===== src/rtl/dwp_pkg.sv =====
// Package: command codes, timing counts and state encodings of the write/precharge controller
// Contract
// - Each strobe clocks its own byte lane.
// - Each mask gates its own byte lane.
// - WRITE without auto precharge leaves row open.
// - Measure recovery delays from rising edge after last pair.
// - Write-to-read delay only within one device.
// - Write recovery only within one device.
// - Keep strobe toggling through masked truncated slots.
// - Burst of four needs no later slots.
// - Auto precharge bit high selects all banks.
// - ACTIVE before READ or WRITE to idle bank.
// - Clock runs during write recovery.
// - No command to precharging bank before precharge time. The code still issues PRECHARGE to a precharging bank.
// - Other banks usable without disturbing data transfer.
// - Access period allows only ACTIVE or PRECHARGE elsewhere.
// - Precharge period allows all commands elsewhere.
// - First strobe rise one clock after WRITE.
package dwp_pkg;
  localparam int CLK_MHZ = 100;
  localparam int CK_DIV  = 2;
  localparam int CNT_W   = 8;

  // Minimum times round up to whole clk cycles
  function automatic int ns2cyc(input int ns);
    int c;
    c = (ns * CLK_MHZ + 999) / 1000;
    return (c < 1) ? 1 : c;
  endfunction

  // Count down toward zero and hold there
  function automatic logic [CNT_W-1:0] dec(input logic [CNT_W-1:0] v);
    return (v == '0) ? v : v - 1'b1;
  endfunction

  localparam int T_RP_NS    = 15;
  localparam int T_RAS_NS   = 40;
  localparam int T_RCD_NS   = 15;
  localparam int T_WR_NS    = 15;
  localparam int WTR_CK     = 2;
  localparam int CAS_LAT_CK = 3;
  localparam int RP_CYC     = ns2cyc(T_RP_NS);
  localparam int RAS_CYC    = ns2cyc(T_RAS_NS);
  localparam int RCD_CYC    = ns2cyc(T_RCD_NS);
  localparam int WR_CYC     = ns2cyc(T_WR_NS);
  localparam int WTR_CYC    = WTR_CK * CK_DIV;

  // Pin codes {cs_n, ras_n, cas_n, we_n}
  localparam logic [3:0] CMD_NOP = 4'h7;
  localparam logic [3:0] CMD_ACT = 4'h3;
  localparam logic [3:0] CMD_RD  = 4'h5;
  localparam logic [3:0] CMD_WR  = 4'h4;
  localparam logic [3:0] CMD_PRE = 4'h2;

  localparam int AP_BIT      = 10;
  localparam int WR_OE_OFS   = 1;
  localparam int WR_DATA_OFS = 3;

  typedef enum logic [1:0] {
    OP_ACT = 2'h0,
    OP_RD  = 2'h1,
    OP_WR  = 2'h2,
    OP_PRE = 2'h3
  } dwp_op_e;

  typedef enum logic [3:0] {
    BK_IDLE  = 4'h1,
    BK_OPEN  = 4'h2,
    BK_APW   = 4'h4,
    BK_PRECH = 4'h8
  } dwp_bank_e;
endpackage


===== src/rtl/dwp_bank.sv =====
// Per-bank state and timing tracker of the controller
module dwp_bank
  import dwp_pkg::*;
#(
  parameter int RCD_C  = RCD_CYC,
  parameter int RAS_C  = RAS_CYC,
  parameter int RP_C   = RP_CYC,
  parameter int WR_C   = WR_CYC,
  parameter int RDAP_C = 4
) (
  input  wire logic clk,
  input  wire logic rst_n,
  input  wire logic act,
  input  wire logic rd,
  input  wire logic wr,
  input  wire logic pre,
  input  wire logic ap,
  input  wire logic wr_done,
  output logic      is_open,
  output logic      can_act,
  output logic      can_access,
  output logic      can_pre,
  output logic      in_ap
);
  dwp_bank_e        st_q, st_d;
  logic [CNT_W-1:0] ras_q, rcd_q, rp_q, wr_q, rdap_q;
  logic             wr_pend_q;
  wire logic        pre_eff;
  wire logic        ap_start;

  // A closed or closing bank ignores PRECHARGE
  assign pre_eff  = pre & (st_q == BK_OPEN);
  // Internal precharge waits for row time, read data and recovery
  assign ap_start = (st_q == BK_APW) & (ras_q == '0) & (rdap_q == '0)
                  & ~wr_pend_q & (wr_q == '0);

  // Bank state sequence
  always_comb begin
    st_d = st_q;
    case (st_q)
      BK_IDLE:  if (act && rp_q == '0) st_d = BK_OPEN;
      BK_OPEN: begin
        if ((rd || wr) && ap) st_d = BK_APW;
        else if (pre_eff) st_d = BK_PRECH;
      end
      BK_APW:   if (ap_start) st_d = BK_PRECH;
      BK_PRECH: if (rp_q == '0) st_d = BK_IDLE;
      default:  st_d = BK_IDLE;
    endcase
  end

  // State and timers
  always_ff @(posedge clk) begin
    if (!rst_n) begin
      st_q      <= BK_IDLE;
      ras_q     <= '0;
      rcd_q     <= '0;
      rp_q      <= '0;
      wr_q      <= '0;
      rdap_q    <= '0;
      wr_pend_q <= 1'b0;
    end else begin
      st_q      <= st_d;
      ras_q     <= act ? CNT_W'(RAS_C) : dec(ras_q);
      rcd_q     <= act ? CNT_W'(RCD_C) : dec(rcd_q);
      rp_q      <= (pre_eff || ap_start) ? CNT_W'(RP_C) : dec(rp_q);
      wr_q      <= (wr_done && wr_pend_q) ? CNT_W'(WR_C) : dec(wr_q);
      rdap_q    <= (rd && ap) ? CNT_W'(RDAP_C) : dec(rdap_q);
      wr_pend_q <= wr | (wr_pend_q & ~wr_done);
    end
  end

  assign is_open    = (st_q == BK_OPEN);
  assign in_ap      = (st_q == BK_APW);
  assign can_act    = (st_q == BK_IDLE) & (rp_q == '0);
  assign can_access = is_open & (rcd_q == '0);
  assign can_pre    = is_open & (ras_q == '0) & ~wr_pend_q & (wr_q == '0);
endmodule


===== src/rtl/dwp_ctrl.sv =====
// Host controller: issues ACTIVE, READ, WRITE and PRECHARGE and drives write data
module dwp_ctrl
  import dwp_pkg::*;
#(
  parameter int DQ_W      = 16,
  parameter int BURST_LEN = 4,
  parameter int ADDR_W    = 13,
  parameter int RCD_C     = RCD_CYC,
  parameter int RAS_C     = RAS_CYC,
  parameter int RP_C      = RP_CYC,
  parameter int WR_C      = WR_CYC,
  parameter int WTR_C     = WTR_CYC,
  parameter int CL_CK     = CAS_LAT_CK
) (
  input  wire logic                        clk,
  input  wire logic                        rst_n,
  input  wire logic                        req_valid,
  input  wire logic [1:0]                  req_op,
  input  wire logic [1:0]                  req_bank,
  input  wire logic [ADDR_W-1:0]           req_row,
  input  wire logic [ADDR_W-1:0]           req_col,
  input  wire logic                        req_auto_pre,
  input  wire logic                        req_all,
  input  wire logic [BURST_LEN*DQ_W-1:0]   req_wdata,
  input  wire logic [BURST_LEN*DQ_W/8-1:0] req_wmask,
  input  wire logic [4:0]                  req_pairs,
  output logic                             req_accept,
  output logic [3:0]                       bank_open,
  output logic                             wr_busy,
  output logic                             mem_ck,
  output logic                             mem_ck_n,
  output logic                             mem_cke,
  output logic                             mem_cs_n,
  output logic                             mem_ras_n,
  output logic                             mem_cas_n,
  output logic                             mem_we_n,
  output logic [ADDR_W-1:0]                mem_addr,
  output logic [1:0]                       mem_ba,
  output logic [DQ_W-1:0]                  mem_dq_o,
  output logic                             mem_dq_oe,
  output logic [DQ_W/8-1:0]                mem_strobe_o,
  output logic                             mem_strobe_oe,
  output logic [DQ_W/8-1:0]                mem_mask
);
  localparam int LANES  = DQ_W / 8;
  localparam int RDAP_C = BURST_LEN / 2 * CK_DIV;
  localparam int RDWR_C = (CL_CK + BURST_LEN / 2 + 1) * CK_DIV;
  localparam int WR_END = BURST_LEN + WR_DATA_OFS;

  // ---------------------------------------------------------------
  // Clock divider and command slot
  // ---------------------------------------------------------------
  logic ph_q;
  logic ckn_q;
  logic cke_q;

  // Link clock is clk divided by two; commands change on its fall
  always_ff @(posedge clk) begin
    if (!rst_n) begin
      ph_q  <= 1'b0;
      ckn_q <= 1'b1;
      cke_q <= 1'b0;
    end else begin
      ph_q  <= ~ph_q;
      ckn_q <= ph_q;
      cke_q <= 1'b1;
    end
  end

  // ---------------------------------------------------------------
  // Bank trackers
  // ---------------------------------------------------------------
  logic [3:0] bk_open, bk_can_act, bk_can_acc, bk_can_pre, bk_in_ap;
  logic [3:0] bk_act, bk_rd, bk_wr, bk_pre;
  logic       wr_done_q;

  for (genvar i = 0; i < 4; i++) begin : g_bank
    dwp_bank #(
      .RCD_C  (RCD_C),
      .RAS_C  (RAS_C),
      .RP_C   (RP_C),
      .WR_C   (WR_C),
      .RDAP_C (RDAP_C)
    ) u_bank (
      .clk        (clk),
      .rst_n      (rst_n),
      .act        (bk_act[i]),
      .rd         (bk_rd[i]),
      .wr         (bk_wr[i]),
      .pre        (bk_pre[i]),
      .ap         (req_auto_pre),
      .wr_done    (wr_done_q),
      .is_open    (bk_open[i]),
      .can_act    (bk_can_act[i]),
      .can_access (bk_can_acc[i]),
      .can_pre    (bk_can_pre[i]),
      .in_ap      (bk_in_ap[i])
    );
  end

  // ---------------------------------------------------------------
  // Request legality
  // ---------------------------------------------------------------
  logic             wr_busy_q;
  logic [CNT_W-1:0] wtr_q;
  logic [CNT_W-1:0] rdgap_q;
  wire logic        any_ap;
  wire logic [3:0]  pre_okv;
  wire logic        ok_act, ok_rd, ok_wr, ok_pre;
  wire logic        legal;
  wire logic        take;
  wire logic [3:0]  bsel;
  wire logic [3:0]  pre_tgt;
  wire logic        op_act, op_rd, op_wr, op_pre;
  wire logic        rd_take;
  logic             legal_c;

  // Auto precharge access period blocks column commands anywhere
  assign any_ap  = |bk_in_ap;
  // Closed or precharging banks take PRECHARGE as a NOP
  assign pre_okv = bk_can_pre | ~(bk_open | bk_in_ap);
  assign bsel    = 4'h1 << req_bank;
  assign ok_act  = |(bk_can_act & bsel);
  assign ok_rd   = |(bk_can_acc & bsel) & ~any_ap & ~wr_busy_q
                 & (wtr_q == '0);
  assign ok_wr   = |(bk_can_acc & bsel) & ~any_ap & ~wr_busy_q
                 & (rdgap_q == '0);
  assign ok_pre  = req_all ? &pre_okv : |(pre_okv & bsel);

  // One strobe per kind of request
  assign op_act  = (req_op == OP_ACT);
  assign op_rd   = (req_op == OP_RD);
  assign op_wr   = (req_op == OP_WR);
  assign op_pre  = (req_op == OP_PRE);

  // Legality by operation
  always_comb begin
    case (dwp_op_e'(req_op))
      OP_ACT:  legal_c = ok_act;
      OP_RD:   legal_c = ok_rd;
      OP_WR:   legal_c = ok_wr;
      OP_PRE:  legal_c = ok_pre;
      default: legal_c = 1'b0;
    endcase
  end
  // Legality of the presented operation
  assign legal = legal_c;

  // Requests are taken only on the slot before a falling link edge
  assign take = req_valid & ph_q & legal;

  // Precharge all reaches every bank, else the addressed one
  assign pre_tgt = req_all ? 4'hf : bsel;

  // Per-bank command strobes
  assign bk_act  = (take && op_act) ? bsel : 4'h0;
  assign bk_rd   = (take && op_rd)  ? bsel : 4'h0;
  assign bk_wr   = (take && op_wr)  ? bsel : 4'h0;
  assign bk_pre  = (take && op_pre) ? pre_tgt : 4'h0;
  // Taken read starts the read-to-write gap
  assign rd_take = take & op_rd;

  // ---------------------------------------------------------------
  // Command and address pins
  // ---------------------------------------------------------------
  logic [3:0]        cmd_q;
  logic [ADDR_W-1:0] addr_q;
  logic [1:0]        ba_q;
  wire logic [3:0]        cmd_d;
  wire logic [ADDR_W-1:0] addr_d;

  // Column address with the auto precharge select bit overlaid
  function automatic logic [ADDR_W-1:0] with_ap(input logic [ADDR_W-1:0] a,
                                                 input logic            b);
    logic [ADDR_W-1:0] r;
    r         = a;
    r[AP_BIT] = b;
    return r;
  endfunction

  // Command decode
  assign cmd_d  = !take                ? CMD_NOP :
                  (req_op == OP_ACT)   ? CMD_ACT :
                  (req_op == OP_RD)    ? CMD_RD  :
                  (req_op == OP_WR)    ? CMD_WR  : CMD_PRE;
  assign addr_d = (req_op == OP_ACT) ? req_row :
                  (req_op == OP_PRE) ? with_ap(req_row, req_all)
                                     : with_ap(req_col, req_auto_pre);

  // Command held for one full link clock
  always_ff @(posedge clk) begin
    if (!rst_n) begin
      cmd_q  <= CMD_NOP;
      addr_q <= '0;
      ba_q   <= 2'h0;
    end else if (ph_q) begin
      cmd_q  <= cmd_d;
      addr_q <= take ? addr_d : addr_q;
      ba_q   <= take ? req_bank : ba_q;
    end
  end

  // ---------------------------------------------------------------
  // Write data engine
  // ---------------------------------------------------------------
  logic [CNT_W-1:0]           wcnt_q;
  logic [BURST_LEN*DQ_W-1:0]  wdat_q;
  logic [BURST_LEN*LANES-1:0] wmsk_q;
  logic [4:0]                 pairs_q;
  logic [DQ_W-1:0]            dq_q;
  logic                       dq_oe_q;
  logic [LANES-1:0]           strb_q;
  logic                       strb_oe_q;
  logic [LANES-1:0]           dm_q;
  wire logic                  wr_take;
  wire logic [CNT_W-1:0]      wj;
  wire logic [CNT_W-1:0]      elem;
  wire logic                  in_oe;
  wire logic                  in_data;
  wire logic                  cut;
  wire logic                  wr_last;
  wire logic                  wr_stop;
  wire logic                  strb_hi;
  wire logic [LANES-1:0]      lane_mask;

  assign wr_take = take & op_wr;
  assign wj      = wcnt_q + 1'b1;
  assign elem    = wj - CNT_W'(WR_DATA_OFS);
  // Strobe driven from preamble to postamble only
  assign in_oe   = wr_busy_q & (wj >= CNT_W'(WR_OE_OFS)) & (wj <= CNT_W'(WR_END));
  // Data slots start one link clock after the command
  assign in_data = wr_busy_q & (wj >= CNT_W'(WR_DATA_OFS)) & (wj < CNT_W'(WR_END));
  // Slots beyond the wanted pairs are masked, strobe keeps running
  assign cut     = elem >= CNT_W'({pairs_q, 1'b0});

  // Postamble slot ends the data of the burst
  assign wr_last   = wr_busy_q & (wj == CNT_W'(WR_END));
  // Engine frees itself one slot after the postamble
  assign wr_stop   = wr_busy_q & (wj == CNT_W'(WR_END + 1));
  // Even elements ride the rising strobe edge
  assign strb_hi   = in_data & ~elem[0];
  // Own lane masks, all lanes once the wanted pairs are out
  assign lane_mask = wmsk_q[LANES-1:0] | {LANES{cut}};

  // Burst sequencing
  always_ff @(posedge clk) begin
    if (!rst_n) begin
      wr_busy_q <= 1'b0;
      wcnt_q    <= '0;
      wr_done_q <= 1'b0;
      pairs_q   <= 5'h0;
    end else begin
      wr_busy_q <= wr_take | (wr_busy_q & ~wr_stop);
      wcnt_q    <= wr_take ? '0 : (wr_busy_q ? wj : wcnt_q);
      wr_done_q <= wr_last;
      pairs_q   <= wr_take ? req_pairs : pairs_q;
    end
  end

  // Data and mask shift registers
  always_ff @(posedge clk) begin
    if (!rst_n) begin
      wdat_q <= '0;
      wmsk_q <= '0;
    end else if (wr_take) begin
      wdat_q <= req_wdata;
      wmsk_q <= req_wmask;
    end else if (in_data) begin
      wdat_q <= wdat_q >> DQ_W;
      wmsk_q <= wmsk_q >> LANES;
    end
  end

  // Pin registers for data, strobes and masks
  always_ff @(posedge clk) begin
    if (!rst_n) begin
      dq_q      <= '0;
      dq_oe_q   <= 1'b0;
      strb_q    <= '0;
      strb_oe_q <= 1'b0;
      dm_q      <= '0;
    end else begin
      dq_q      <= in_data ? wdat_q[DQ_W-1:0] : '0;
      dq_oe_q   <= in_data;
      strb_q    <= {LANES{strb_hi}};
      strb_oe_q <= in_oe;
      dm_q      <= in_data ? lane_mask : '0;
    end
  end

  // ---------------------------------------------------------------
  // Turnaround timers
  // ---------------------------------------------------------------
  // Write-to-read and read-to-write spacing
  always_ff @(posedge clk) begin
    if (!rst_n) begin
      wtr_q   <= '0;
      rdgap_q <= '0;
    end else begin
      wtr_q   <= wr_done_q ? CNT_W'(WTR_C) : dec(wtr_q);
      rdgap_q <= rd_take ? CNT_W'(RDWR_C) : dec(rdgap_q);
    end
  end

  // ---------------------------------------------------------------
  // Status registers
  // ---------------------------------------------------------------
  logic       accept_q;
  logic [3:0] open_q;

  // Registered status outputs
  always_ff @(posedge clk) begin
    if (!rst_n) begin
      accept_q <= 1'b0;
      open_q   <= 4'h0;
    end else begin
      accept_q <= take;
      open_q   <= bk_open | bk_in_ap;
    end
  end

  // ---------------------------------------------------------------
  // Outputs
  // ---------------------------------------------------------------
  assign req_accept    = accept_q;
  assign bank_open     = open_q;
  assign wr_busy       = wr_busy_q;
  assign mem_ck        = ph_q;
  assign mem_ck_n      = ckn_q;
  assign mem_cke       = cke_q;
  assign mem_cs_n      = cmd_q[3];
  assign mem_ras_n     = cmd_q[2];
  assign mem_cas_n     = cmd_q[1];
  assign mem_we_n      = cmd_q[0];
  assign mem_addr      = addr_q;
  assign mem_ba        = ba_q;
  assign mem_dq_o      = dq_q;
  assign mem_dq_oe     = dq_oe_q;
  assign mem_strobe_o  = strb_q;
  assign mem_strobe_oe = strb_oe_q;
  assign mem_mask      = dm_q;
endmodule


===== config.mk =====
export PLATFORM = sky130hd
export DESIGN_NAME = dwp_ctrl
export DESIGN_NICKNAME = d
export VERILOG_FILES = /design/src/rtl/dwp_pkg.sv /design/src/rtl/dwp_bank.sv /design/src/rtl/dwp_ctrl.sv
export SDC_FILE = /design/constraint.sdc
export NUM_CORES = 1
export LEC_CHECK = 0
export BUFFER_PORTS_ARGS = -buffer_cell sky130_fd_sc_hd__buf_2
export CAP_MARGIN = 20
export CORE_UTILIZATION = 44
export DETAILED_ROUTE_END_ITERATION = 6
export PLACE_DENSITY = 0.68
export SLEW_MARGIN = 20
export SYNTH_ARGS = -nofsm -noshare
export SYNTH_HDL_FRONTEND = slang
export SYNTH_SLANG_ARGS = --single-unit

===== constraint.sdc =====
create_clock -name clk -period 5.3 [get_ports clk]
set_clock_uncertainty 0.1 [all_clocks]
set_input_delay 0.265 -clock clk [delete_from_list [all_inputs] [get_ports clk]]
set_output_delay 0.265 -clock clk [all_outputs]
set_load 0.03 [all_outputs]

=== Yosys cells after proc, flatten, opt, wreduce, memory -nomap -nowiden ===
Cells that the tools add are included.

* Bitwise gates (word level): 83
* Mux-type cells: 86
* Equal/unequal tests: 59
* $add $sub $neg: 24
* Magnitude comparators: 5
* Shift-type cells: 1
* Reduce and logical (&&, ||, !) cells: 82

{| class="wikitable"
|+ Operators by type and width
! kind !! number
|-
| $logic_not A8 Y1 || 22
|-
| $sub A8 B1 Y8 const B || 22
|-
| $mux W64 || 2
|-
| $mux W4 || 27
|-
| $mux W3 || 22
|-
| $pmux W4 S4 || 4
|-
| $and A1 B1 Y1 || 60
|-
| $mux W2 || 24
|-
| $reduce_or A2 Y1 || 19
|-
| $ne A2 B2 Y1 const B || 18
|-
| $ne A2 B1 Y1 const B || 16
|-
| $mux W13 || 2
|-
| $logic_and A1 B1 Y1 || 20
|-
| $reduce_and A4 Y1 || 5
|-
| $eq A4 B1 Y1 const B || 4
|-
| $eq A4 B2 Y1 const B || 4
|-
| $eq A4 B3 Y1 const B || 4
|-
| $eq A4 B4 Y1 const B || 4
|-
| $mux W8 || 2
|-
| $reduce_or A4 Y1 || 4
|-
| $and A4 B4 Y4 || 3
|-
| $ne A3 B3 Y1 const B || 4
|-
| $not A1 Y1 || 11
|-
| $add A8 B1 Y8 const B || 1
|-
| other kinds (21) || 36
|}

* Input port bits: 112
* Output and inout bits: 50
* Logic and storage cells: 411
* Register bits: 331

=== Logic depth before layout (Yosys ltp) ===
Gate-level depths: netlist of the first run.

* Depth after elaboration: 16
* Gate-level depth with buffers: 12
* Gate-level depth less buffers: 11

=== By module ===
A second synthesis of the first run with hierarchy kept.

* Cells, all modules: 1726
* Area, all modules: 15283.4 µm²

{| class="wikitable"
|+ By module, submodules not included
! module !! seq. area each (µm²) !! area each (µm²) !! instances !! cells an instance
|-
| dwp_bank || 900.9 || 2138.3 || 4 || 243
|-
| dwp_ctrl || 3002.9 || 6730.2 || 1 || 754
|}

=== Worst setup path after synthesis of the first run ===
OpenSTA, ideal clock, no wires.

* Path type: register -> register
* Start point: register g_bank[2].u_bank.rp_q[0]
* End point: register wdat_q[0]
* Cell stages (with the launch flop): 13
* Arrival: 3.113 ns
* Setup slack: 1.944 ns
* Cell sequence: dfxtp_1 -> inv_1 -> ha_1 -> or4b_2 -> nand4b_1 -> and3_1 -> clkbuf_1 -> o21ai_0 -> nand3_1 -> clkbuf_1 -> clkbuf_1 -> nor4_1 -> a311oi_1

* Word-level cells in the longest chain between the ends: 8

{| class="wikitable"
|+ Ends and longest elaborated chain
! what !! RTL line !! source
|-
| start: declaration || dwp_bank.sv:26 || <nowiki>logic [CNT_W-1:0] ras_q, rcd_q, rp_q, wr_q, rdap_q;</nowiki>
|-
| start signal: assignment || dwp_bank.sv:66 || <nowiki>rp_q <= (pre_eff || ap_start) ? CNT_W'(RP_C) : dec(rp_q);</nowiki>
|-
| $logic_not A8 Y1 (*) || dwp_bank.sv:75 || <nowiki>assign can_act = (st_q == BK_IDLE) & (rp_q == '0);</nowiki>
|-
| $and A1 B1 Y1 (*) || dwp_bank.sv:75 ||
|-
| $and A4 B4 Y4 (*) || dwp_ctrl.sv:123 || <nowiki>assign ok_act = |(bk_can_act & bsel);</nowiki>
|-
| $reduce_or A4 Y1 (*) || dwp_ctrl.sv:123 ||
|-
| $pmux W1 S4 (*) || dwp_ctrl.sv:138 || <nowiki>case (dwp_op_e'(req_op))</nowiki>
|-
| $and A1 B1 Y1 (*) || dwp_ctrl.sv:150 || <nowiki>assign take = req_valid & ph_q & legal;</nowiki>
|-
| $and A1 B1 Y1 (*) || dwp_ctrl.sv:226 || <nowiki>assign wr_take = take & op_wr;</nowiki>
|-
| $mux W64 or $reduce_bool A2 Y1 (tied branches) || - ||
|-
| end signal: assignment || dwp_ctrl.sv:266 || <nowiki>wdat_q <= req_wdata;</nowiki>
|-
| end signal: assignment || dwp_ctrl.sv:269 || <nowiki>wdat_q <= wdat_q >> DQ_W;</nowiki>
|-
| end: declaration || dwp_ctrl.sv:207 || <nowiki>logic [BURST_LEN*DQ_W-1:0] wdat_q;</nowiki>
|}

Mark *: on every way between the ends. The rest lies on a longest branch, timed or not.
A chain may end at the register's enable or synchronous reset.

=== Worst setup path in the final report of the first run ===
* Start point: register g_bank[0].u_bank.rp_q[0]
* End point: register addr_q[2] (netlist: mem_addr[2])

* Word-level cells in the longest chain between the ends: 7

{| class="wikitable"
|+ Ends and longest elaborated chain
! what !! RTL line !! source
|-
| start: declaration || dwp_bank.sv:26 ||
|-
| start signal: assignment || dwp_bank.sv:66 ||
|-
| $logic_not A8 Y1 || dwp_bank.sv:75 ||
|-
| $and A1 B1 Y1 || dwp_bank.sv:75 ||
|-
| $and A4 B4 Y4 || dwp_ctrl.sv:123 ||
|-
| $reduce_or A4 Y1 || dwp_ctrl.sv:123 ||
|-
| $pmux W1 S4 || dwp_ctrl.sv:138 ||
|-
| $and A1 B1 Y1 || dwp_ctrl.sv:150 ||
|-
| $reduce_and A2 Y1 (no source line) || - ||
|-
| end signal: assignment || dwp_ctrl.sv:198 || <nowiki>addr_q <= take ? addr_d : addr_q;</nowiki>
|-
| end: declaration || dwp_ctrl.sv:167 || <nowiki>logic [ADDR_W-1:0] addr_q;</nowiki>
|}

Every way passes these cells.

==> results by group, run 1 <==
Power
  • Int Power: 6.31 mW
  • Maximum VDD drop: 0.391 mV
  • Net Switching: 3.66 mW
  • Power share of the combinational group: 37.3%
  • Sequential share of power: 37.2%
  • Power per Cell Area: 536 nW/um^2
  • Clock power share: 25.5%
  • Total Power: 9.97 mW
  • Switching share of total power: 36.7%
  • Lkg Pwr: 7.27 nW

Clock tree
  • Num CTS Buffers: 36
  • H-tree depth: 2
  • Post-CTS Setup Repair Bufs: 0
  • # clock sinks: 330
  • Clk_lat worst skew: 530 ps
  • Clock slew at reported path FFs: 60 ps
  • Root Driver: clkbuf_16
  • CTS max path bufs: 3
  • CTS tree: built

Synth
  • Syn Inst Count: 1858
  • Synthesized flop and latch total: 330
  • Number of flops mapped to enable cells by yosys: 0
  • Synth warn: 0
  • Syn_nets: 2017
  • Synth Flop Type: dfxtp_1
  • Post-Syn Area per Cell: 8.50 sq um
  • Mapped Area: 15800 sq um
  • Netlist cell types: 70
  • Ys async rst share: 0%
  • Post-synthesis sequential area ratio: 41.8%

Placement
  • Port Buf Inserts: 159
  • Routability cong.: 0.855
  • HPWL after DPL: 26500 microns

STA
  • Fin crit share: 82.6%
  • Max Clk Rate: 0.228 GHz
  • RSZ-0062 raised after global routing: false
  • Slew Limit Fails: 0
  • Tightest Pin Transition: 890 ps
  • Slew headroom: 40.1%
  • Fin crit period: 4380 ps
  • Final Hold Fails: 0
  • TNS Setup: 0 ps
  • # setup viols final: 0

Min path
  • Worst hold stages: 3
  • Hold Crit Endpoint: wdat_q[27]
  • Hold Path Origin: req_wdata[27]
  • Worst hold path class: in -> reg

Layout
  • Layout cells sized above 1: 13.1%
  • Most frequent cells in the layout: dfxtp_1 (330), nand2_1 (264), nor2_1 (197)
  • Area of the multi-input gates: 8510 sq um
  • Filler cells: 3253
  • Post-layout net count: 2169
  • Area occupied by registers: 6610 sq um
  • Commonest non-fill, non-tap cell in the layout: dfxtp_1
  • Area grow syn2layout: 17.7%

Global route
  • First-pass GRT wire length: 66400 microns
  • Initial antenna violation count: 9
  • Number of global-route vias before repair: 13600
  • Grt ovf: 0
  • Total GRT Usage: 21.7%
  • Largest net degree at the start of global routing: 74

Worst setup path
  • CP top delay family: simple AND/OR/NAND/NOR gates
  • CP Max Fanout: 63
  • R2r startpoint: g_bank[0].u_bank.rp_q[0]
  • Bufs and invs on worst path: 4
  • Crit-path cells: inv_1 > ha_1 > or4b_2 > nor4_2 > buf_4 > a32oi_1 > o21ai_0 > nand3_4 > buf_12 > nor2_4 > a311oi_1 > dlygate4sd3_1
  • RR Endpoint: mem_addr[2]
  • Setup crit start kind: flop
  • Critical Path AT: 4700 ps
  • R2r setup slk: 920 ps
  • Crit-path max cell delay: 660 ps
  • CP max-delay cell: or4b_2
  • R2r worst-path depth: 12
  • Element type at the critical path end: flop
  • Critical path origin: g_bank[0].u_bank.rp_q[0]
  • WP depth: 12
  • Worst endpoint required time: 5620 ps
  • Critical path class: reg -> reg

Job
  • Max Cap Viol: 0

Die
  • Top Ports: 162
  • Die W: 191 microns
  • Die H: 191 microns
  • Row cnt: 69
  • Initial core utilization: 44.5%
  • Area of the core: 35500 sq um
  • Die area: 36700 sq um

Route
  • Routed len/inst: 16.1 microns
  • DRT iter0 DRCs: 804
  • Routed WL: 40100 microns
  • Via density: 5.60
  • Remaining DRCs: 0
  • 1st-pass router iterations: 5
  • Final antenna-violating net count: 0
  • DR vias: 14000

Outcome
  • Status: finished, final reports clean
## power by group through the flow
stage          clock network, mW  logic [mW]  registers [mW]
2_1_floorplan                  0        3.02            3.62
3_3_place_gp                   0        3.55            3.71
3_5_place_dp                   0        3.66            3.74
4_1_cts                     2.60        3.73            3.70
5_1_grt                     2.70        4.22            3.80
6_report                    2.55        3.72            3.71
## routing by layer
layer	track usage (%)	part of all wire, %	vias up
li1	-	-	6876
met1	27.1	43	6667
met2	36.9	48	358
met3	5.16	6.0	88
met4	6.59	2.5	12
met5	0	0.17	-
## how the worst max path moves through the flow
| stage | endpoint | slack (ps) |
|---|---|---|
| floorplan | wdat_q[0] | 1940 |
| global placement | g_bank[1].u_bank.st_q[3] | 1530 |
| detailed placement | g_bank[1].u_bank.st_q[3] | 1460 |
| CTS | mem_addr[3] | 930 |
| global route | mem_addr[2] | 610 |
| finish | mem_addr[2] | 920 |
## cells by family (layout without fill, tap and decap cells)
| family | Yosys count | in the layout | share of synthesized area (%) |
|---|---|---|---|
| fa+ha+maj | 47 | 47 | 3.72 |
| simple gates | 863 | 863 | 27.3 |
| other cells | 1 | 3 | 0.0237 |
| xor+xnor | 153 | 153 | 8.48 |
| compound gates | 250 | 250 | 11.9 |
| buf+inv | 179 | 357 | 4.53 |
| mux | 35 | 35 | 2.30 |
| flops | 330 | 330 | 41.8 |
## sequential cells by signal (all words and copies together), names as in the netlist, 13 cells and up
name	count
g_bank.u_bank.rp_q	32
wdat_q	64
mem_dq_o	16
g_bank.u_bank.rdap_q	32
g_bank.u_bank.rcd_q	32
g_bank.u_bank.ras_q	32
g_bank.u_bank.st_q	16
g_bank.u_bank.wr_q	32
mem_addr	13
## worst reg2reg max path, stage by stage (launching register included)
cell,delay (ps)
dfxtp_1,310
inv_1,100
ha_1,200
or4b_2,660
nor4_2,160
buf_4,230
a32oi_1,120
o21ai_0,420
nand3_4,420
buf_12,360
nor2_4,430
a311oi_1,180
dlygate4sd3_1,600
## synthesized netlist by cell type, types with 22 or more instances
master | count | area, sq um
inv_1 | 69 | 259
xnor2_1 | 98 | 858
o21ai_0 | 43 | 215
a21oi_1 | 45 | 225
a311oi_1 | 67 | 587
nor4_1 | 90 | 563
and3_1 | 29 | 181
clkbuf_1 | 87 | 327
nor3_1 | 89 | 445
nand2_1 | 264 | 991
ha_1 | 47 | 588
nor4b_1 | 22 | 193
nand3_1 | 57 | 285
xor2_1 | 55 | 482
dfxtp_1 | 330 | 6610
nor2_1 | 197 | 739
mux2i_1 | 34 | 340
## layout make-up
cell class | instances | area share (%)
diodes | 2 | 0.0269
flip-flops and latches | 330 | 35.5
well taps | 461 | 3.10
inverters | 70 | 1.43
clock buffers | 57 | 6.07
multi-input cells | 1349 | 45.8
repair buffers | 223 | 7.60
clock inverters | 7 | 0.484
## per-stage QoR
stage                     setup slack [ps]  hold slack [ps]  std cells  util, %  instance area (sq um)
final                                  920             12.0       2499     52.4                  18600
after global routing                   611             9.49       2498     52.4                  18600
after CTS                              933             1.02       2497     52.4                  18600
after detailed placement              1460              344       2384     47.6                  16900
after global placement                1530              345       2384     47.6                  16900
after floorplan                       1940              193       1858        -                  15800
## repair_timing
action | in CTS | in global routing
hold endpoints to repair | 37 | 0
resized for setup | 0 | 0
hold buffers | 49 | 0
Power figures use the tool's default switching activity.
==> run 2, diff against run 1 <==
==> constraint.sdc (replaced) <==
create_clock -name clk -period 4.2 [get_ports clk]
set_clock_uncertainty 0.1 [all_clocks]
set_input_delay 0.21 -clock clk [delete_from_list [all_inputs] [get_ports clk]]
set_output_delay 0.21 -clock clk [all_outputs]
set_load 0.03 [all_outputs]
==> run 2 against run 1 <==
First-iteration DRC count is 1.7% higher. Critical path depth is 4 lower. Setup slack worse by 570 ps. Via count is 2.2% higher. Hold slack worse by 5.9 ps. Combinational power is 29% higher. Sequential power is 26% higher. Clock power is 28% higher. Clock-buffer cell count is 5 lower. Non-clock buffer count is 58 higher. Sequential share of layout area is 1.1 points lower. Power is 28% higher. Critical endpoint is now wmsk_q[0]. Largest power group unchanged. Highest routed layer is now met4.
==> results by group, run 2 (synthesis results as in run 1) <==
STA
  • # setup viols final: 0 (unchanged)
  • Fin crit period: 3850 ps (-528 ps)
  • TNS Setup: 0 ps (unchanged)
  • Tightest Pin Transition: 914 ps (+24.0 ps)
  • Slew Limit Fails: 0 (unchanged)
  • Max Clk Rate: 0.260 GHz (+14%)
  • RSZ-0062 raised after global routing: false
  • Final Hold Fails: 0 (unchanged)
  • Slew headroom: 38.5% (-1.6 points)
  • Fin crit share: 91.7% (+9.1 points)

Worst setup path
  • Element type at the critical path end: flop
  • Crit-path max cell delay: 680 ps (+20 ps)
  • Setup crit start kind: flop
  • Worst endpoint required time: 4470 ps (-1150 ps)
  • Critical Path AT: 4120 ps (-580 ps)
  • CP max-delay cell: o31a_4
  • Critical path class: reg -> reg
  • Crit-path cells: or4_1 > or4b_1 > o41ai_2 > a41oi_1 > o31a_4 > buf_4 > nor4_1 > a311oi_1
  • CP Max Fanout: 54 (-14%)

Clock tree
  • # clock sinks: 330 (unchanged)
  • Post-CTS Setup Repair Bufs: 0 (unchanged)
  • Num CTS Buffers: 37 (+2.8%)
  • CTS resizes: 0 (unchanged)
  • Root Driver: clkbuf_16
  • CTS max path bufs: 3 (unchanged)
  • CTS tree: built
  • Clock slew at reported path FFs: 60 ps (about the same)
  • Clk_lat worst skew: 530 ps (about the same)
  • H-tree depth: 2 (unchanged)

Route
  • 1st-pass router iterations: 6 (+1)
  • Routed len/inst: 16.0 microns (-0.27%)
  • Via density: 5.60 (-0.12%)
  • Routed WL: 40900 microns (+2.0%)
  • DRT iter0 DRCs: 818 (+1.7%)
  • DR vias: 14300 (+2.2%)
  • Final antenna-violating net count: 0 (unchanged)
  • Remaining DRCs: 0 (unchanged)

Placement
  • Placed inst area: 17000 sq um (+0.46%)
  • Routability cong.: 0.846 (-1.1%)
  • Port Buf Inserts: 159 (unchanged)
  • HPWL after DPL: 26400 microns (-0.45%)

Die
  • Row cnt: 69 (unchanged)
  • Initial core utilization: 44.5% (unchanged)
  • Top Ports: 162 (unchanged)
  • Die area: 36700 sq um (unchanged)
  • Die W: 191 microns (unchanged)
  • Die H: 191 microns (unchanged)
  • Area of the core: 35500 sq um (unchanged)

Layout
  • Post-layout net count: 2228 (+2.7%)
  • Area grow syn2layout: 21.4%
  • Final instance area: 19200 sq um (+3.1%)
  • Most frequent cells in the layout: dfxtp_1 (330), nand2_1 (264), nor2_1 (197)
  • Inserted Diodes: 0 (-2)
  • Commonest non-fill, non-tap cell in the layout: dfxtp_1
  • Layout cells sized above 1: 12.9% (-0.23 points)
  • Reg with most FFs: wdat_q
  • Max FFs per register: 64 (unchanged)
  • Final Util: 54.1% (+1.6 points)

Job
  • Max Cap Viol: 0 (unchanged)

Global route
  • Total GRT Usage: 22.1% (+0.31 points)
  • Number of global-route vias before repair: 14000 (+2.7%)
  • First-pass GRT wire length: 67300 microns (+1.3%)
  • Largest net degree at the start of global routing: 72 (-2.7%)
  • Initial antenna violation count: 0 (-9)
  • Grt ovf: 0 (unchanged)

Outcome
  • Status: finished, final reports clean

Min path
  • Worst hold path class: in -> reg

Power
  • Lkg Pwr: 7.47 nW (+2.8%)
  • Power per Cell Area: 664 nW/um^2 (+24%)
  • Maximum VDD drop: 0.470 mV (+20%)
==> run 2: changes by cell type in the layout (fill, tap and decap cells not counted), sizes merged <==
cell | previous run | this run
dlygate4sd3 | 49 | 100
buf | 174 | 181
clkinv | 4 | 6
clkinvlp | 0 | 3
inv | 72 | 71
diode | 2 | 0
bufinv | 1 | 4
clkbuf | 57 | 52
==> run 2: routing by layer <==
layer / part of all wire (%) / vias to the layer above / global-route usage (%)
met2: 47 / 470 / 37.0
met4: 3.1 / 0 / 8.88
met3: 6.4 / 100 / 4.52
li1: - / 6996 / -
met1: 43 / 6743 / 27.5
met5: 0 / - / 0
==> run 2: critical path, delay by kind of cell, from the launching register on <==
kind | cells | cell delay [ps]
flip-flops | 1 | 350
AND/OR/NAND/NOR | 3 | 1520
buffers and inverters | 1 | 360
AO/OA/AOI/OAI | 4 | 1320
==> run 2: worst paths after layout <==
check / from / end / slack [ps] / cells after the start
worst max-delay path: g_bank[3].u_bank.wr_q[2] / wmsk_q[0] / 350 / 8
worst min-delay path: req_wdata[11] / wdat_q[11] / 6 / 3
worst max register to register: g_bank[3].u_bank.wr_q[2] / wmsk_q[0] / 350 / 8
worst min register to register: pairs_q[2] / pairs_q[2] / 360 / 2
==> run 2: cell type report <==
class | count | area (sq um)
timing repair buffer | 281 | 2000
clock buffer | 52 | 1010
inverter | 70 | 265
clock inverter | 14 | 204
sequential | 330 | 6610
multi-input combinational | 1349 | 8510
fill | 3152 | 16300
tap | 461 | 577
==> run 2: power breakdown <==
group	switching, mW	internal (mW)	leakage, nW	total [mW]
Combinational	2.61	2.19	4.18	4.79
Sequential	0.751	3.93	2.70	4.68
Clock	1.32	1.94	0.583	3.26
Total	4.67	8.06	7.47	12.7
==> run 2: what timing repair did <==
item / 4_1_cts / 5_1_grt
setup endpoints to repair: 0 / 0
hold buffers: 100 / 0
hold endpoints to repair: 88 / 0
==> run 2: through the flow <==
step	total power, mW	setup slack [ps]	std cells	hold slack [ps]
2_1_floorplan	8.39	844	1858	138
3_3_place_gp	9.22	552	2391	345
3_5_place_dp	9.40	440	2391	351
4_1_cts	12.8	363	2557	4.99
5_1_grt	13.7	179	2557	9.70
6_report	12.7	348	2557	6.19
==> run 3, diff against run 2 <==
--- a/config.mk
+++ b/config.mk
@@ -7,9 +7,10 @@
 export LEC_CHECK = 0
 export BUFFER_PORTS_ARGS = -buffer_cell sky130_fd_sc_hd__buf_2
 export CAP_MARGIN = 20
-export CORE_UTILIZATION = 44
+export CORE_UTILIZATION = 59
 export DETAILED_ROUTE_END_ITERATION = 6
-export PLACE_DENSITY = 0.68
+export MAX_ROUTING_LAYER = met4
+export PLACE_DENSITY = 0.86
 export SLEW_MARGIN = 20
 export SYNTH_ARGS = -nofsm -noshare
 export SYNTH_HDL_FRONTEND = slang
==> run 3 against run 2 <==
The run now ends with DRC left. Design area is 0.98% lower. Setup slack got worse by 150 ps. Non-clock buffer count down 4. Core utilization grew 19 points. Fmax down 3.8%. Clock-buffer cell count grew 2. Final cell count shrank 5.2%. Critical path type unchanged.
==> results by group, run 3 (synthesis results as in run 1) <==
Outcome
  • Status: finished, violations left
  • Failing checks: DRC

Power
  • Power per Cell Area: 681 nW/um^2 (+2.6%)
  • Clock power share: 24.8% (-0.8 points)
  • Maximum VDD drop: 0.362 mV (-23%)
  • Switching share of total power: 37.6% (+0.91 points)
  • Lkg Pwr: 7.47 nW (about the same)
  • Total Power: 12.9 mW (+1.6%)
  • Sequential share of power: 36.4% (-0.4 points)
  • Int Power: 8.07 mW (about the same)
  • Power share of the combinational group: 38.7% (+1.1 points)
  • Net Switching: 4.86 mW (+4.1%)

Layout
  • Layout cells sized above 1: 13.1% (+0.19 points)
  • Area of the multi-input gates: 8510 sq um (unchanged)
  • Commonest non-fill, non-tap cell in the layout: dfxtp_1
  • Area grow syn2layout: 20.2%
  • Filler cells: 1730 (-45%)
  • Max FFs per register: 64 (unchanged)
  • Final Util: 72.7% (+19 points)
  • Post-layout net count: 2223 (-0.22%)
  • Final cell count without fillers: 2424 (-5.2%)
  • Final instance area: 19000 sq um (-0.98%)
  • Reg with most FFs: wdat_q
  • Area occupied by registers: 6610 sq um (unchanged)
  • Most frequent cells in the layout: dfxtp_1 (330), nand2_1 (264), nor2_1 (197)

Global route
  • Number of global-route vias before repair: 15300 (+9.7%)
  • Initial antenna violation count: 1 (+1)
  • Largest net degree at the start of global routing: 72 (unchanged)
  • First-pass GRT wire length: 73800 microns (+9.7%)
  • Grt ovf: 0 (unchanged)
  • Total GRT Usage: 33.3% (+11 points)

STA
  • Worst hold slack: 2.88 ps (-3.30 ps)
  • Final Hold Fails: 0 (unchanged)
  • Setup WS post-layout: 197 ps (-151 ps)
  • Tightest Pin Transition: 986 ps (+71.8 ps)
  • TNS Setup: 0 ps (unchanged)
  • Fin crit share: 95.3% (+3.6 points)
  • # setup viols final: 0 (unchanged)
  • Max Clk Rate: 0.250 GHz (-3.8%)
  • Slew Limit Fails: 0 (unchanged)
  • RSZ-0062 raised after global routing: false
  • Fin crit period: 4000 ps (+151 ps)
  • Slew headroom: 33.7% (-4.8 points)

Die
  • Initial core utilization: 60.5% (+16 points)
  • Top Ports: 162 (unchanged)
  • Die H: 166 microns (-13%)
  • Die area: 27400 sq um (-25%)
  • Area of the core: 26100 sq um (-26%)
  • Row cnt: 59 (-14%)
  • Die W: 166 microns (-13%)

Route
  • Via density: 6.20 (+11%)
  • Met3 wire length: 3680 microns (+39%)
  • Routed len/inst: 18.6 microns (+16%)
  • DR vias: 15000 (+5.1%)
  • Final antenna-violating net count: 0 (unchanged)
  • Remaining DRCs: 4 (+4)
  • Metal-1 WL: 17200 microns (-2.6%)
  • Routed WL: 45100 microns (+10%)
  • WL met2: 21700 microns (+12%)
  • DRT iter0 DRCs: 1462 (+79%)
  • 1st-pass router iterations: 7 (+1)
  • Highest routed layer: met4

Clock tree
  • Root Driver: clkbuf_16
  • H-tree depth: 2 (unchanged)
  • Num CTS Buffers: 36 (-2.7%)
  • CTS tree: built
  • # clock sinks: 330 (unchanged)
  • Clk_lat worst skew: 530 ps (about the same)
  • CTS max path bufs: 3 (unchanged)
  • Clock slew at reported path FFs: 60 ps (about the same)
  • CTS resizes: 0 (unchanged)

Worst setup path
  • Crit-path cells: or4_1 > or4b_1 > o41ai_2 > a41oi_1 > o31a_4 > nor2_4 > a311oi_1
  • Element type at the critical path end: flop
  • Worst endpoint required time: 4450 ps (-20 ps)
  • CP Max Fanout: 61 (+13%)
  • Critical path class: reg -> reg
  • CP max-delay cell: or4b_1
  • Setup crit start kind: flop
  • Crit-path max cell delay: 690 ps (about the same)
  • Critical Path AT: 4250 ps (+130 ps)

Job
  • Max Cap Viol: 0 (unchanged)

Placement
  • HPWL after DPL: 27100 microns (+2.5%)
  • Placed Cells: 2267 (-5.2%)
  • Placed inst area: 16800 sq um (-0.70%)
  • Routability cong.: 0.886 (+4.8%)
  • Port Buf Inserts: 159 (unchanged)
  • Pre-CTS setup slack: 405 ps (-35.3 ps)

Min path
  • Worst hold path class: in -> reg
-- run 3: cell count changes in the layout (fill, tap and decap cells not counted), sizes merged --
cell,change
diode,+1
inv,-2
buf,+2
clkinvlp,-2
clkbuf,+2
bufinv,-2
dlygate4sd3,-6
-- run 3: per-layer routing --
layer  vias to the layer above  global-route usage (%)
met4                         0                    19.7
li1                       6975                       -
met3                       224                    5.93
met5                         -                       -
met2                       828                    56.1
met1                      7005                    36.9
-- run 3: area by class of cell --
type                    count  share of cell area (%)
multi-input cells        1349                    44.8
repair buffers            277                    10.4
clock inverters             8                   0.547
inverters                  70                    1.39
well taps                 335                    2.21
diodes                      1                  0.0132
clock buffers              54                    5.80
flip-flops and latches    330                    34.8
-- run 3: worst paths after layout --
path | depth (start not counted) | start | slack (ps) | endpoint
min reg2reg | 2 | pairs_q[4] | 360 | pairs_q[4]
max reg2reg | 7 | g_bank[3].u_bank.wr_q[2] | 200 | mem_addr[4]
min | 3 | req_wdata[25] | 3 | wdat_q[25]
max | 7 | g_bank[3].u_bank.wr_q[2] | 200 | mem_addr[4]
-- run 3: worst max-delay path, delay by kind of cell (launching register included) --
| kind | cells | cell delay (ps) |
|---|---|---|
| simple gates | 3 | 1780 |
| compound gates | 4 | 1530 |
| flops | 1 | 350 |
-- run 3: timing repair --
item / CTS / global route
endpoints found under the hold margin: 83 / 0
setup buffers: 0 / 0
hold buffers: 94 / 0
-- run 3: power by group through the flow --
stage          clock network [mW]  registers, mW  logic [mW]
2_1_floorplan                   0           4.57        3.82
6_report                     3.21           4.71        5.01
3_3_place_gp                    0           4.68        4.49
4_1_cts                      3.21           4.68        4.94
5_1_grt                      3.35           4.81        5.57
3_5_place_dp                    0           4.73        4.76
